[src/logic/sac_consts.svh]
// Constants for the converter control block: offsets, fields, counts.
// Assumes one byte-wide register in the low byte of each 32-bit word.
`ifndef SAC_CONSTS_SVH
`define SAC_CONSTS_SVH

// Register byte addresses
`define SAC_OFF_SELECT   8'h00
`define SAC_OFF_CTRL_A   8'h04
`define SAC_OFF_CTRL_B   8'h08
`define SAC_OFF_RES_LO   8'h0C
`define SAC_OFF_RES_HI   8'h10

// Channel select register fields
`define SAC_SEL_REF_HI   7
`define SAC_SEL_REF_LO   6
`define SAC_SEL_LJUST    5
// Control A fields
`define SAC_A_ON         7
`define SAC_A_GO         6
`define SAC_A_AUTO       5
`define SAC_A_FLAG       4
`define SAC_A_IRQ_ON     3
// Control B writable width
`define SAC_B_TRIG_W     3

// Channel code boundaries
`define SAC_CODE_LAST_SE 5'h07
`define SAC_CODE_LAST_10 5'h0F
`define SAC_CODE_LAST_DF 5'h1D
`define SAC_CODE_BANDGAP 5'h1E
`define SAC_CODE_GROUND  5'h1F

// Conversion lengths in converter clock cycles
`define SAC_LEN_FIRST    5'd25
`define SAC_LEN_NORMAL   5'd13

// Trigger source codes
`define SAC_TRG_FREE     3'h0
`define SAC_TRG_COMP     3'h1
`define SAC_TRG_EXT0     3'h2
`define SAC_TRG_T0_CMP   3'h3
`define SAC_TRG_T0_OVF   3'h4
`define SAC_TRG_T1_CMPB  3'h5
`define SAC_TRG_T1_OVF   3'h6
`define SAC_TRG_T1_CAPT  3'h7

// Bus responses
`define SAC_RESP_OKAY    2'h0
`define SAC_RESP_SLVERR  2'h2

`endif

[src/logic/sac_pkg.sv]
// Types shared by the converter control block.
// Assumes the constants header is included by each user.
package sac_pkg;

  // Amplifier gain of the selected channel
  typedef enum logic [1:0] {
    SAC_GAIN_1X   = 2'h0,
    SAC_GAIN_10X  = 2'h1,
    SAC_GAIN_200X = 2'h2
  } sac_gain_t;

  // Controls presented to the analog multiplexer and core
  typedef struct packed {
    logic       power_on;      // Converter powered
    logic       diff;          // Differential pair selected
    sac_gain_t  gain;          // Amplifier gain
    logic [1:0] reference_sel; // Reference choice, 10 reserved
    logic [4:0] input_select;  // Channel code held for this conversion
  } sac_analog_t;

  // Peripheral flags usable as auto-trigger sources
  typedef struct packed {
    logic comparator;  // Comparator output
    logic ext_int0;    // External interrupt request 0
    logic t0_cmp;      // Timer0 compare match
    logic t0_ovf;      // Timer0 overflow
    logic t1_cmp_b;    // Timer1 compare B
    logic t1_ovf;      // Timer1 overflow
    logic t1_capt;     // Timer1 capture event
  } sac_trig_t;

  // Conversion sequencer states
  typedef enum logic [1:0] {
    SAC_IDLE = 2'b01,
    SAC_RUN  = 2'b10
  } sac_state_t;

endpackage

[src/logic/sac_top.sv]
// Converter control: registers on AXI4-Lite, sequencing, trigger, result.
// Assumes trigger flags and the core result come from aclk-domain logic.
//
// The AXI4-Lite register port and the address map are this design's own decisions.
`timescale 1ns/1ps
`include "sac_consts.svh"

module sac_top #(
  parameter int ADDR_W = 8                  // AXI address width
) (
  input  wire logic                 aclk,          // System clock, 40 MHz
  input  wire logic                 aresetn,       // Synchronous reset, low
  input  wire logic [ADDR_W-1:0]    awaddr,        // Write address
  input  wire logic                 awvalid,       // Write address valid
  output logic                      awready,       // Write address ready
  input  wire logic [31:0]          wdata,         // Write data
  input  wire logic [3:0]           wstrb,         // Write byte enables
  input  wire logic                 wvalid,        // Write data valid
  output logic                      wready,        // Write data ready
  output logic [1:0]                bresp,         // Write response
  output logic                      bvalid,        // Write response valid
  input  wire logic                 bready,        // Write response ready
  input  wire logic [ADDR_W-1:0]    araddr,        // Read address
  input  wire logic                 arvalid,       // Read address valid
  output logic                      arready,       // Read address ready
  output logic [31:0]               rdata,         // Read data
  output logic [1:0]                rresp,         // Read response
  output logic                      rvalid,        // Read data valid
  input  wire logic                 rready,        // Read data ready
  input  wire sac_pkg::sac_trig_t   trig_flags,    // Trigger source flags
  input  wire logic                 global_irq_on, // Processor global enable
  input  wire logic                 irq_ack,       // Vector taken, pulse
  output logic                      irq_req,       // Completion interrupt
  input  wire logic [9:0]           core_result,   // Core code, offset binary
  output sac_pkg::sac_analog_t      analog,        // Mux and core controls
  output logic                      conv_tick,     // Converter clock pulse
  output logic                      conv_start,    // Sample pulse at start
  output logic                      conv_init      // Start is the first one
);

  // Gain and differential decode of a channel code
  function automatic sac_pkg::sac_gain_t gain_of(input logic [4:0] code);
    if (code > `SAC_CODE_LAST_SE && code <= `SAC_CODE_LAST_10) begin
      gain_of = code[1] ? sac_pkg::SAC_GAIN_200X : sac_pkg::SAC_GAIN_10X;
    end else begin
      gain_of = sac_pkg::SAC_GAIN_1X;
    end
  endfunction

  function automatic logic is_diff(input logic [4:0] code);
    // Bandgap and ground are single-ended like the eight pins
    is_diff = code > `SAC_CODE_LAST_SE && code <= `SAC_CODE_LAST_DF;
  endfunction

  // Prescaler terminal count for a divider code
  function automatic logic [6:0] div_last(input logic [2:0] sel);
    logic [7:0] div;
    div = (sel < 3'h2) ? 8'h02 : 8'(8'h01 << sel);
    div_last = 7'(div - 8'h01);
  endfunction

  // Register state
  logic [1:0]  ref_sel_q;          // Software reference choice
  logic        left_justify_q;     // Result presentation
  logic [4:0]  input_select_q;     // Software channel choice
  logic        converter_on_q;     // Power and enable
  logic        auto_trigger_on_q;  // Auto-trigger enable
  logic        done_flag_q;        // Conversion-done flag
  logic        done_irq_on_q;      // Done interrupt enable
  logic [2:0]  clock_div_sel_q;    // Prescaler code
  logic [2:0]  trig_src_sel_q;     // Auto-trigger source
  logic [9:0]  result_q;           // Stored result, two's complement if diff
  logic        lock_q;             // Low byte read, high pending
  sac_pkg::sac_analog_t act_q;     // Selection held for this conversion

  // Sequencer state
  sac_pkg::sac_state_t state_q;    // Idle or converting
  logic [6:0]  pre_cnt_q;          // Prescaler count
  logic [4:0]  cyc_cnt_q;          // Converter cycles elapsed
  logic        first_q;            // Next start needs initialisation
  logic        free_run_q;         // Free-run chain started
  logic        trig_prev_q;        // Previous selected trigger level

  // Bus state
  logic              aw_hold_q;    // Address captured
  logic [ADDR_W-1:0] aw_addr_q;    // Captured write address
  logic              w_hold_q;     // Data captured
  logic [7:0]        w_byte_q;     // Captured low data byte
  logic              w_lane_q;     // Low byte lane enabled
  logic              bvalid_q;     // Response pending
  logic [1:0]        bresp_q;      // Response code
  logic              rvalid_q;     // Read data pending
  logic [31:0]       rdata_q;      // Read data
  logic [1:0]        rresp_q;      // Read response code

  // Write takes effect once both halves are held
  logic wr_go, wr_a, wr_b, wr_sel, rd_go; // Write strobes per register, read taken
  assign wr_go  = aw_hold_q && w_hold_q && !bvalid_q;
  assign wr_sel = wr_go && w_lane_q && aw_addr_q[7:0] == `SAC_OFF_SELECT;
  assign wr_a   = wr_go && w_lane_q && aw_addr_q[7:0] == `SAC_OFF_CTRL_A;
  assign wr_b   = wr_go && w_lane_q && aw_addr_q[7:0] == `SAC_OFF_CTRL_B;
  assign rd_go  = arvalid && arready;

  // Sequencer events
  logic busy, tick, finish;         // Converting, converter clock, last cycle
  logic on_next, auto_next, sw_go;  // Enables as this cycle's write leaves them
  logic trig_lvl, trig_edge, start; // Trigger level, its edge, conversion start
  assign busy    = state_q == sac_pkg::SAC_RUN;
  assign tick    = busy && pre_cnt_q == div_last(clock_div_sel_q);
  assign finish  = tick && cyc_cnt_q == 5'(( first_q ? `SAC_LEN_FIRST
                                                     : `SAC_LEN_NORMAL) - 5'd1);
  assign on_next = wr_a ? w_byte_q[`SAC_A_ON] : converter_on_q;
  assign auto_next = wr_a ? w_byte_q[`SAC_A_AUTO] : auto_trigger_on_q;
  // Writing zero to convert-go does nothing
  assign sw_go   = wr_a && w_byte_q[`SAC_A_GO];

  // Selected trigger level; free-running code has no level of its own
  always_comb begin
    unique case (trig_src_sel_q)
      `SAC_TRG_FREE:    trig_lvl = 1'b0;
      `SAC_TRG_COMP:    trig_lvl = trig_flags.comparator;
      `SAC_TRG_EXT0:    trig_lvl = trig_flags.ext_int0;
      `SAC_TRG_T0_CMP:  trig_lvl = trig_flags.t0_cmp;
      `SAC_TRG_T0_OVF:  trig_lvl = trig_flags.t0_ovf;
      `SAC_TRG_T1_CMPB: trig_lvl = trig_flags.t1_cmp_b;
      `SAC_TRG_T1_OVF:  trig_lvl = trig_flags.t1_ovf;
      `SAC_TRG_T1_CAPT: trig_lvl = trig_flags.t1_capt;
    endcase
  end
  // Edge also fires when a reselect lands on a high flag
  assign trig_edge = auto_trigger_on_q && trig_lvl && !trig_prev_q;

  // Start from software, trigger edge, or free-run chaining
  assign start = on_next && (state_q == sac_pkg::SAC_IDLE) &&
                 (sw_go || trig_edge || free_run_q);

  // Previous trigger level, tracked even while disabled
  always_ff @(posedge aclk) begin
    if (!aresetn) begin
      trig_prev_q <= 1'b0;
    end else begin
      trig_prev_q <= trig_lvl;
    end
  end

  // Conversion state machine
  always_ff @(posedge aclk) begin
    if (!aresetn) begin
      state_q <= sac_pkg::SAC_IDLE;
    end else begin
      unique case (state_q)
        sac_pkg::SAC_IDLE: begin
          if (start) begin
            state_q <= sac_pkg::SAC_RUN;
          end
        end
        sac_pkg::SAC_RUN: begin
          // Switching off before the finish cycle aborts without a result
          if (!on_next || finish) begin
            state_q <= sac_pkg::SAC_IDLE;
          end
        end
        default: state_q <= sac_pkg::SAC_IDLE;
      endcase
    end
  end

  // Prescaler and cycle counter, restarted per conversion for alignment
  always_ff @(posedge aclk) begin
    if (!aresetn || !busy) begin
      pre_cnt_q <= 7'h00;
      cyc_cnt_q <= 5'h00;
    end else if (tick) begin
      pre_cnt_q <= 7'h00;
      cyc_cnt_q <= 5'(cyc_cnt_q + 5'd1);
    end else begin
      pre_cnt_q <= 7'(pre_cnt_q + 7'd1);
    end
  end

  // Initialisation pending after each enable
  always_ff @(posedge aclk) begin
    if (!aresetn) begin
      first_q <= 1'b0;
    end else if (!converter_on_q && on_next) begin
      first_q <= 1'b1;
    end else if (finish) begin
      first_q <= 1'b0;
    end
  end

  // Free-run chain; next auto value, so one write can enable and go
  always_ff @(posedge aclk) begin
    if (!aresetn) begin
      free_run_q <= 1'b0;
    end else if (!on_next || !auto_next || trig_src_sel_q != `SAC_TRG_FREE) begin
      free_run_q <= 1'b0;
    end else if (start) begin
      free_run_q <= 1'b1;
    end
  end

  // Selection held while converting, taken from software when idle
  always_ff @(posedge aclk) begin
    if (!aresetn) begin
      act_q <= '0;
    end else if (!busy || finish) begin
      act_q.input_select  <= input_select_q;
      act_q.reference_sel <= ref_sel_q;
      act_q.diff          <= is_diff(input_select_q);
      act_q.gain          <= gain_of(input_select_q);
    end
  end
  always_comb begin
    analog          = act_q;
    analog.power_on = converter_on_q;
  end
  assign conv_tick  = tick;
  assign conv_start = start;
  assign conv_init  = start && (first_q || !converter_on_q);

  // Software-written control bits
  always_ff @(posedge aclk) begin
    if (!aresetn) begin
      ref_sel_q         <= 2'h0;
      left_justify_q    <= 1'b0;
      input_select_q    <= 5'h00;
      converter_on_q    <= 1'b0;
      auto_trigger_on_q <= 1'b0;
      done_irq_on_q     <= 1'b0;
      clock_div_sel_q   <= 3'h0;
      trig_src_sel_q    <= 3'h0;
    end else begin
      if (wr_sel) begin
        ref_sel_q      <= w_byte_q[`SAC_SEL_REF_HI:`SAC_SEL_REF_LO];
        left_justify_q <= w_byte_q[`SAC_SEL_LJUST];
        input_select_q <= w_byte_q[4:0];
      end
      if (wr_a) begin
        converter_on_q    <= w_byte_q[`SAC_A_ON];
        auto_trigger_on_q <= w_byte_q[`SAC_A_AUTO];
        done_irq_on_q     <= w_byte_q[`SAC_A_IRQ_ON];
        clock_div_sel_q   <= w_byte_q[2:0];
      end
      if (wr_b) begin
        // Reserved bits are not stored and read zero
        trig_src_sel_q <= w_byte_q[`SAC_B_TRIG_W-1:0];
      end
    end
  end

  // Done flag: set wins over vector and write-one clears
  always_ff @(posedge aclk) begin
    if (!aresetn) begin
      done_flag_q <= 1'b0;
    end else if (finish) begin
      done_flag_q <= 1'b1;
    end else if (irq_ack || (wr_a && w_byte_q[`SAC_A_FLAG])) begin
      done_flag_q <= 1'b0;
    end
  end
  assign irq_req = done_flag_q && done_irq_on_q && global_irq_on;

  // Result store, held while the pair is locked
  always_ff @(posedge aclk) begin
    if (!aresetn) begin
      result_q <= 10'h000;
    end else if (finish && !lock_q) begin
      // Offset binary to two's complement for pairs
      result_q <= {core_result[9] ^ act_q.diff, core_result[8:0]};
    end
  end

  // Result presentation follows the justify bit at once
  logic [7:0] res_lo, res_hi; // Bytes as presented to software
  always_comb begin
    if (left_justify_q) begin
      res_hi = result_q[9:2];
      res_lo = {result_q[1:0], 6'h00};
    end else begin
      res_hi = {6'h00, result_q[9:8]};
      res_lo = result_q[7:0];
    end
  end

  // Lock set by low byte read, freed by high byte read
  always_ff @(posedge aclk) begin
    if (!aresetn) begin
      lock_q <= 1'b0;
    end else if (rd_go && araddr[7:0] == `SAC_OFF_RES_LO) begin
      lock_q <= 1'b1;
    end else if (rd_go && araddr[7:0] == `SAC_OFF_RES_HI) begin
      lock_q <= 1'b0;
    end
  end

  // Write address and data channels, taken in either order
  always_ff @(posedge aclk) begin
    if (!aresetn) begin
      aw_hold_q <= 1'b0;
      aw_addr_q <= '0;
      w_hold_q  <= 1'b0;
      w_byte_q  <= 8'h00;
      w_lane_q  <= 1'b0;
    end else begin
      if (awvalid && awready) begin
        aw_hold_q <= 1'b1;
        aw_addr_q <= awaddr;
      end else if (wr_go) begin
        aw_hold_q <= 1'b0;
      end
      if (wvalid && wready) begin
        w_hold_q <= 1'b1;
        w_byte_q <= wdata[7:0];
        w_lane_q <= wstrb[0];
      end else if (wr_go) begin
        w_hold_q <= 1'b0;
      end
    end
  end
  assign awready = !aw_hold_q;
  assign wready  = !w_hold_q;

  // Write response; unmapped addresses answer with an error
  always_ff @(posedge aclk) begin
    if (!aresetn) begin
      bvalid_q <= 1'b0;
      bresp_q  <= `SAC_RESP_OKAY;
    end else if (wr_go) begin
      bvalid_q <= 1'b1;
      bresp_q  <= (aw_addr_q[7:0] == `SAC_OFF_SELECT || aw_addr_q[7:0] == `SAC_OFF_CTRL_A ||
                   aw_addr_q[7:0] == `SAC_OFF_CTRL_B || aw_addr_q[7:0] == `SAC_OFF_RES_LO ||
                   aw_addr_q[7:0] == `SAC_OFF_RES_HI) ? `SAC_RESP_OKAY : `SAC_RESP_SLVERR;
    end else if (bready) begin
      bvalid_q <= 1'b0;
    end
  end
  assign bvalid = bvalid_q;
  assign bresp  = bresp_q;

  // Read channel; convert-go reads the busy state
  always_ff @(posedge aclk) begin
    if (!aresetn) begin
      rvalid_q <= 1'b0;
      rdata_q  <= 32'h0000_0000;
      rresp_q  <= `SAC_RESP_OKAY;
    end else if (rd_go) begin
      rvalid_q <= 1'b1;
      rresp_q  <= `SAC_RESP_OKAY;
      unique case (araddr[7:0])
        `SAC_OFF_SELECT: rdata_q <= {24'h0, ref_sel_q, left_justify_q, input_select_q};
        `SAC_OFF_CTRL_A: rdata_q <= {24'h0, converter_on_q, busy, auto_trigger_on_q,
                                     done_flag_q, done_irq_on_q, clock_div_sel_q};
        `SAC_OFF_CTRL_B: rdata_q <= {29'h0, trig_src_sel_q};
        `SAC_OFF_RES_LO: rdata_q <= {24'h0, res_lo};
        `SAC_OFF_RES_HI: rdata_q <= {24'h0, res_hi};
        default: begin
          rdata_q <= 32'h0000_0000;
          rresp_q <= `SAC_RESP_SLVERR;
        end
      endcase
    end else if (rready) begin
      rvalid_q <= 1'b0;
    end
  end
  assign arready = !rvalid_q;
  assign rvalid  = rvalid_q;
  assign rdata   = rdata_q;
  assign rresp   = rresp_q;

endmodule

[config.mk]
export PLATFORM = sky130hd
export DESIGN_NAME = sac_top
export DESIGN_NICKNAME = d
export VERILOG_FILES = /design/src/logic/sac_pkg.sv /design/src/logic/sac_top.sv
export VERILOG_INCLUDE_DIRS = /design/src /design/src/logic
export SDC_FILE = /design/constraint.sdc
export NUM_CORES = 1
export LEC_CHECK = 0
export BUFFER_PORTS_ARGS = -buffer_cell sky130_fd_sc_hd__buf_2
export CAP_MARGIN = 25
export CELL_PAD_IN_SITES_DETAIL_PLACEMENT = 1
export CELL_PAD_IN_SITES_GLOBAL_PLACEMENT = 1
export CORE_MARGIN = 3
export CORE_UTILIZATION = 35
export DETAILED_ROUTE_END_ITERATION = 8
export MAX_ROUTING_LAYER = met4
export PLACE_DENSITY = 0.88
export SETUP_SLACK_MARGIN = 0.4
export SLEW_MARGIN = 10
export SYNTH_ARGS = -nofsm -noshare
export SYNTH_HDL_FRONTEND = slang
export SYNTH_SLANG_ARGS = --single-unit
export TNS_END_PERCENT = 100
[constraint.sdc]
create_clock -name aclk -period 4.1 [get_ports aclk]
set_input_delay 0 -clock aclk [delete_from_list [all_inputs] [get_ports aclk]]
set_output_delay 0 -clock aclk [all_outputs]
set_load 0.01 [all_outputs]
==> impl_metrics.tcl <==
set metrics [dict create \
    pre_cts_slack_ps 1410 \
    clk_path_buf_depth 2 \
    die_w_um 114 \
    p_leak_nw 2.12 \
    firstDrtPassIters 4 \
    slowest_delay_ps 640 \
    syn_area_sq_um 4100 \
    cts_made_buffers 9 \
    required_ps 4100 \
    wl_per_cell_um 17.6 \
    synth-simple-area-share_pct 24.5 \
    hold_class "input pin to register" \
    dieHeight_um 114 \
    drt_iter0_drc 188 \
    synth_xor_area_share_pct 1.92 \
    row_count 38 \
    io-pin-count 134 \
    worstMarginPinSlew_ps 910 \
    post_synth_num_cell_types 49 \
    syn_avg_cell_area_sq_um 8.39 \
    viasPerCell 5.24 \
    grt-ovfl-total 0 \
    drcViolationCount 0 \
    rsz0062_at_grt "false" \
    synthArstFlopShare_pct 0 \
    grt.total_usage_pct 20.9 \
    cp.arrival_ps 2850 \
    end_kind "output pin" \
    total_power_mw 1.94 \
    vias 3870 \
    synth_top_family_by_area "simple AND/OR/NAND/NOR gates" \
    ys_ff_latch 87 \
    finalMaxSlewViolations 0 \
    hold_viol 0 \
    synth_edf_count 0 \
    fill_cells 1351 \
    diodes 0 \
    synth-adder-area-share_pct 0.915 \
    setup_ws_ps 1250 \
    grt_max_degree 52 \
    powerDensity_nw_per_um2 373 \
    worstPathMaxFanout 8 \
    path_buf_inv 1 \
    layout-drive-gt1-share_pct 19.4 \
    multi_input_area_sq_um 2120 \
    insertion_delay_ps 340 \
    cts_root_buffer "clkbuf_16" \
    ys_warn_count 0 \
    status "complete, no violations" \
    cts_tree "yes" \
    maxCapViolations 0 \
    setup-violations-final 0 \
    io_buffers 80 \
    wirelength_um 13000 \
    antenna_found_initial 0 \
    fin_crit_sh_pct 69.6 \
    seqCellArea_sq_um 1740 \
    path_cells "or4_4, nor4_4, o311ai_1, a21oi_2, a21boi_1, buf_2" \
    fmax_mhz 351 \
    initial_core_util_pct 36.9 \
    drtAntennaViolNets 0 \
    clkSinkCount 87 \
    grt_pass1_wl_um 21200 \
    path_delay_family "simple AND/OR/NAND/NOR gates" \
    startpoint_type "register" \
    setup_tns_ps 0 \
    crit_slowest_cell "nor4_4" \
    first_global_vias 4143 \
    clk_pin_slew_worst_paths_ps 70 \
    htreeDepth 3 \
    syn_to_final_growth_pct 26.4 \
    synthMuxAreaShare_pct 10.3 \
    postCtsSetupRepairBufs 0 \
    die-area_sq_um 13100 \
    crit_type "register to output pin" \
    core-area_sq_um 11100 \
    synthCells 489 \
    post-route-min-period_ps 2850 \
    synth_compound_gate_area_share_pct 11.6 \
    clock_skew_ps 9.94 \
    hpwl_um 8560 \
    place.gp.congestion 0.845 \
    layout.nets 675 \
    synth_ff_type "dfxtp_1" \
    ys_seq_area_share_pct 42.5 \
    ir_worst_vdd_mv 0.229 \
    slew_headroom_pct 39.2 \
]
==> report_power, final <==
group / switching (mW) / internal, mW
sequential: 0.0166 / 0.863
combinational: 0.0830 / 0.0691
clock: 0.363 / 0.542
total: 0.463 / 1.47
==> synth_stat cells (all sizes together) (5+ instances only) <==
library cell | number | share of area [%]
buf | 31 | 5.4
nor3 | 5 | 0.73
xnor2 | 6 | 1.3
inv | 11 | 1.0
clkbuf | 19 | 1.7
nand2 | 71 | 6.6
nor2 | 59 | 5.4
nand4 | 7 | 1.1
o21ai | 31 | 3.8
nand3 | 24 | 2.9
a21oi | 27 | 3.4
nor2b | 9 | 1.4
mux2i | 40 | 9.8
dfxtp | 87 | 42
nand2b | 6 | 0.92
==> registers in the layout (all words and copies together) (netlist names), 2 cells and up <==
register,cells
aw_addr_q,8
trig_src_sel_q,3
clock_div_sel_q,3
state_q,2
cyc_cnt_q,5
analog,10
pre_cnt_q,7
input_select_q,5
result_q,10
rdata,8
w_byte_q,8
ref_sel_q,2
==> per-layer routing <==
| layer | wire [um] | share of wire, % | global-route usage [%] |
|---|---|---|---|
| met5 | 0 | 0 | - |
| met4 | 481 | 3.7 | 9.66 |
| met3 | 645 | 5.0 | 3.28 |
| met2 | 6560 | 50 | 35.4 |
| met1 | 5310 | 41 | 24.4 |
==> metrics by stage <==
stage | instance area, sq um | util, % | hold WS (ps) | instances
2_1_floorplan | 4200 | - | 100 | 514
3_3_place_gp | 4510 | 40.6 | 189 | 688
3_5_place_dp | 4510 | 40.6 | 194 | 688
4_1_cts | 5180 | 46.5 | 30.3 | 738
5_1_grt | 5190 | 46.6 | 57.0 | 739
6_report | 5190 | 46.6 | 41.8 | 739
==> path summary, 6_finish.rpt <==
check | from | end | slack [ps] | cells past startpoint
worst max-delay path | aw_addr_q[1] | conv_init | 1250 | 6
worst min-delay path | araddr[3] | rdata[0] | 40 | 3
worst max register to register | clock_div_sel_q[0] | analog[6] | 1530 | 7
worst min register to register | analog[3] | analog[3] | 470 | 2
==> layout make-up <==
class                   count  area share, %
well taps                 140           3.38
clock buffers               9           4.34
clock inverters             7           1.93
multi-input cells         365           40.9
flip-flops and latches     87           33.6
inverters                  12          0.869
repair buffers            119           15.0
==> cells in the final DEF (no fill, tap or decap), types with 2 or more instances in the layout <==
| cell | n |
|---|---|
| nor4b_2 | 3 |
| mux2i_1 | 40 |
| nor4_2 | 2 |
| nand3b_1 | 4 |
| nand2_1 | 70 |
| nor3_1 | 4 |
| nand2b_1 | 6 |
| xor2_1 | 3 |
| a211oi_1 | 4 |
| and3_1 | 4 |
| conb_1 | 26 |
| dlygate4sd3_1 | 34 |
| nor3b_1 | 3 |
| nand4_1 | 7 |
| a31oi_1 | 4 |
| bufinv_16 | 2 |
| inv_1 | 11 |
| buf_2 | 80 |
| nor2_1 | 59 |
| nor2b_1 | 9 |
| o21ai_0 | 31 |
| dfxtp_1 | 87 |
| a21oi_1 | 26 |
| a221oi_1 | 3 |
| buf_4 | 5 |
| ha_1 | 3 |
| inv_6 | 4 |
| clkbuf_16 | 9 |
| xnor2_1 | 6 |
| nand3_1 | 24 |
| a21boi_1 | 2 |
| o211ai_1 | 3 |
==> worst min-delay path, cell delays in order <==
cell and delay (ps):
buf_2 160, nand4_1 100, a31oi_1 70
==> cell families after synthesis <==
group,Yosys count
simple gates,205
flops,87
compound gates,81
buf+inv,62
mux,41
xor+xnor,9
fa+ha+maj,3
other cells,1
==> timing repair <==
action,4_1_cts,5_1_grt
hold buffers,34,0
gates resized for setup,0,0
hold endpoints to repair,33,0
(Power assumes the default switching activity.)
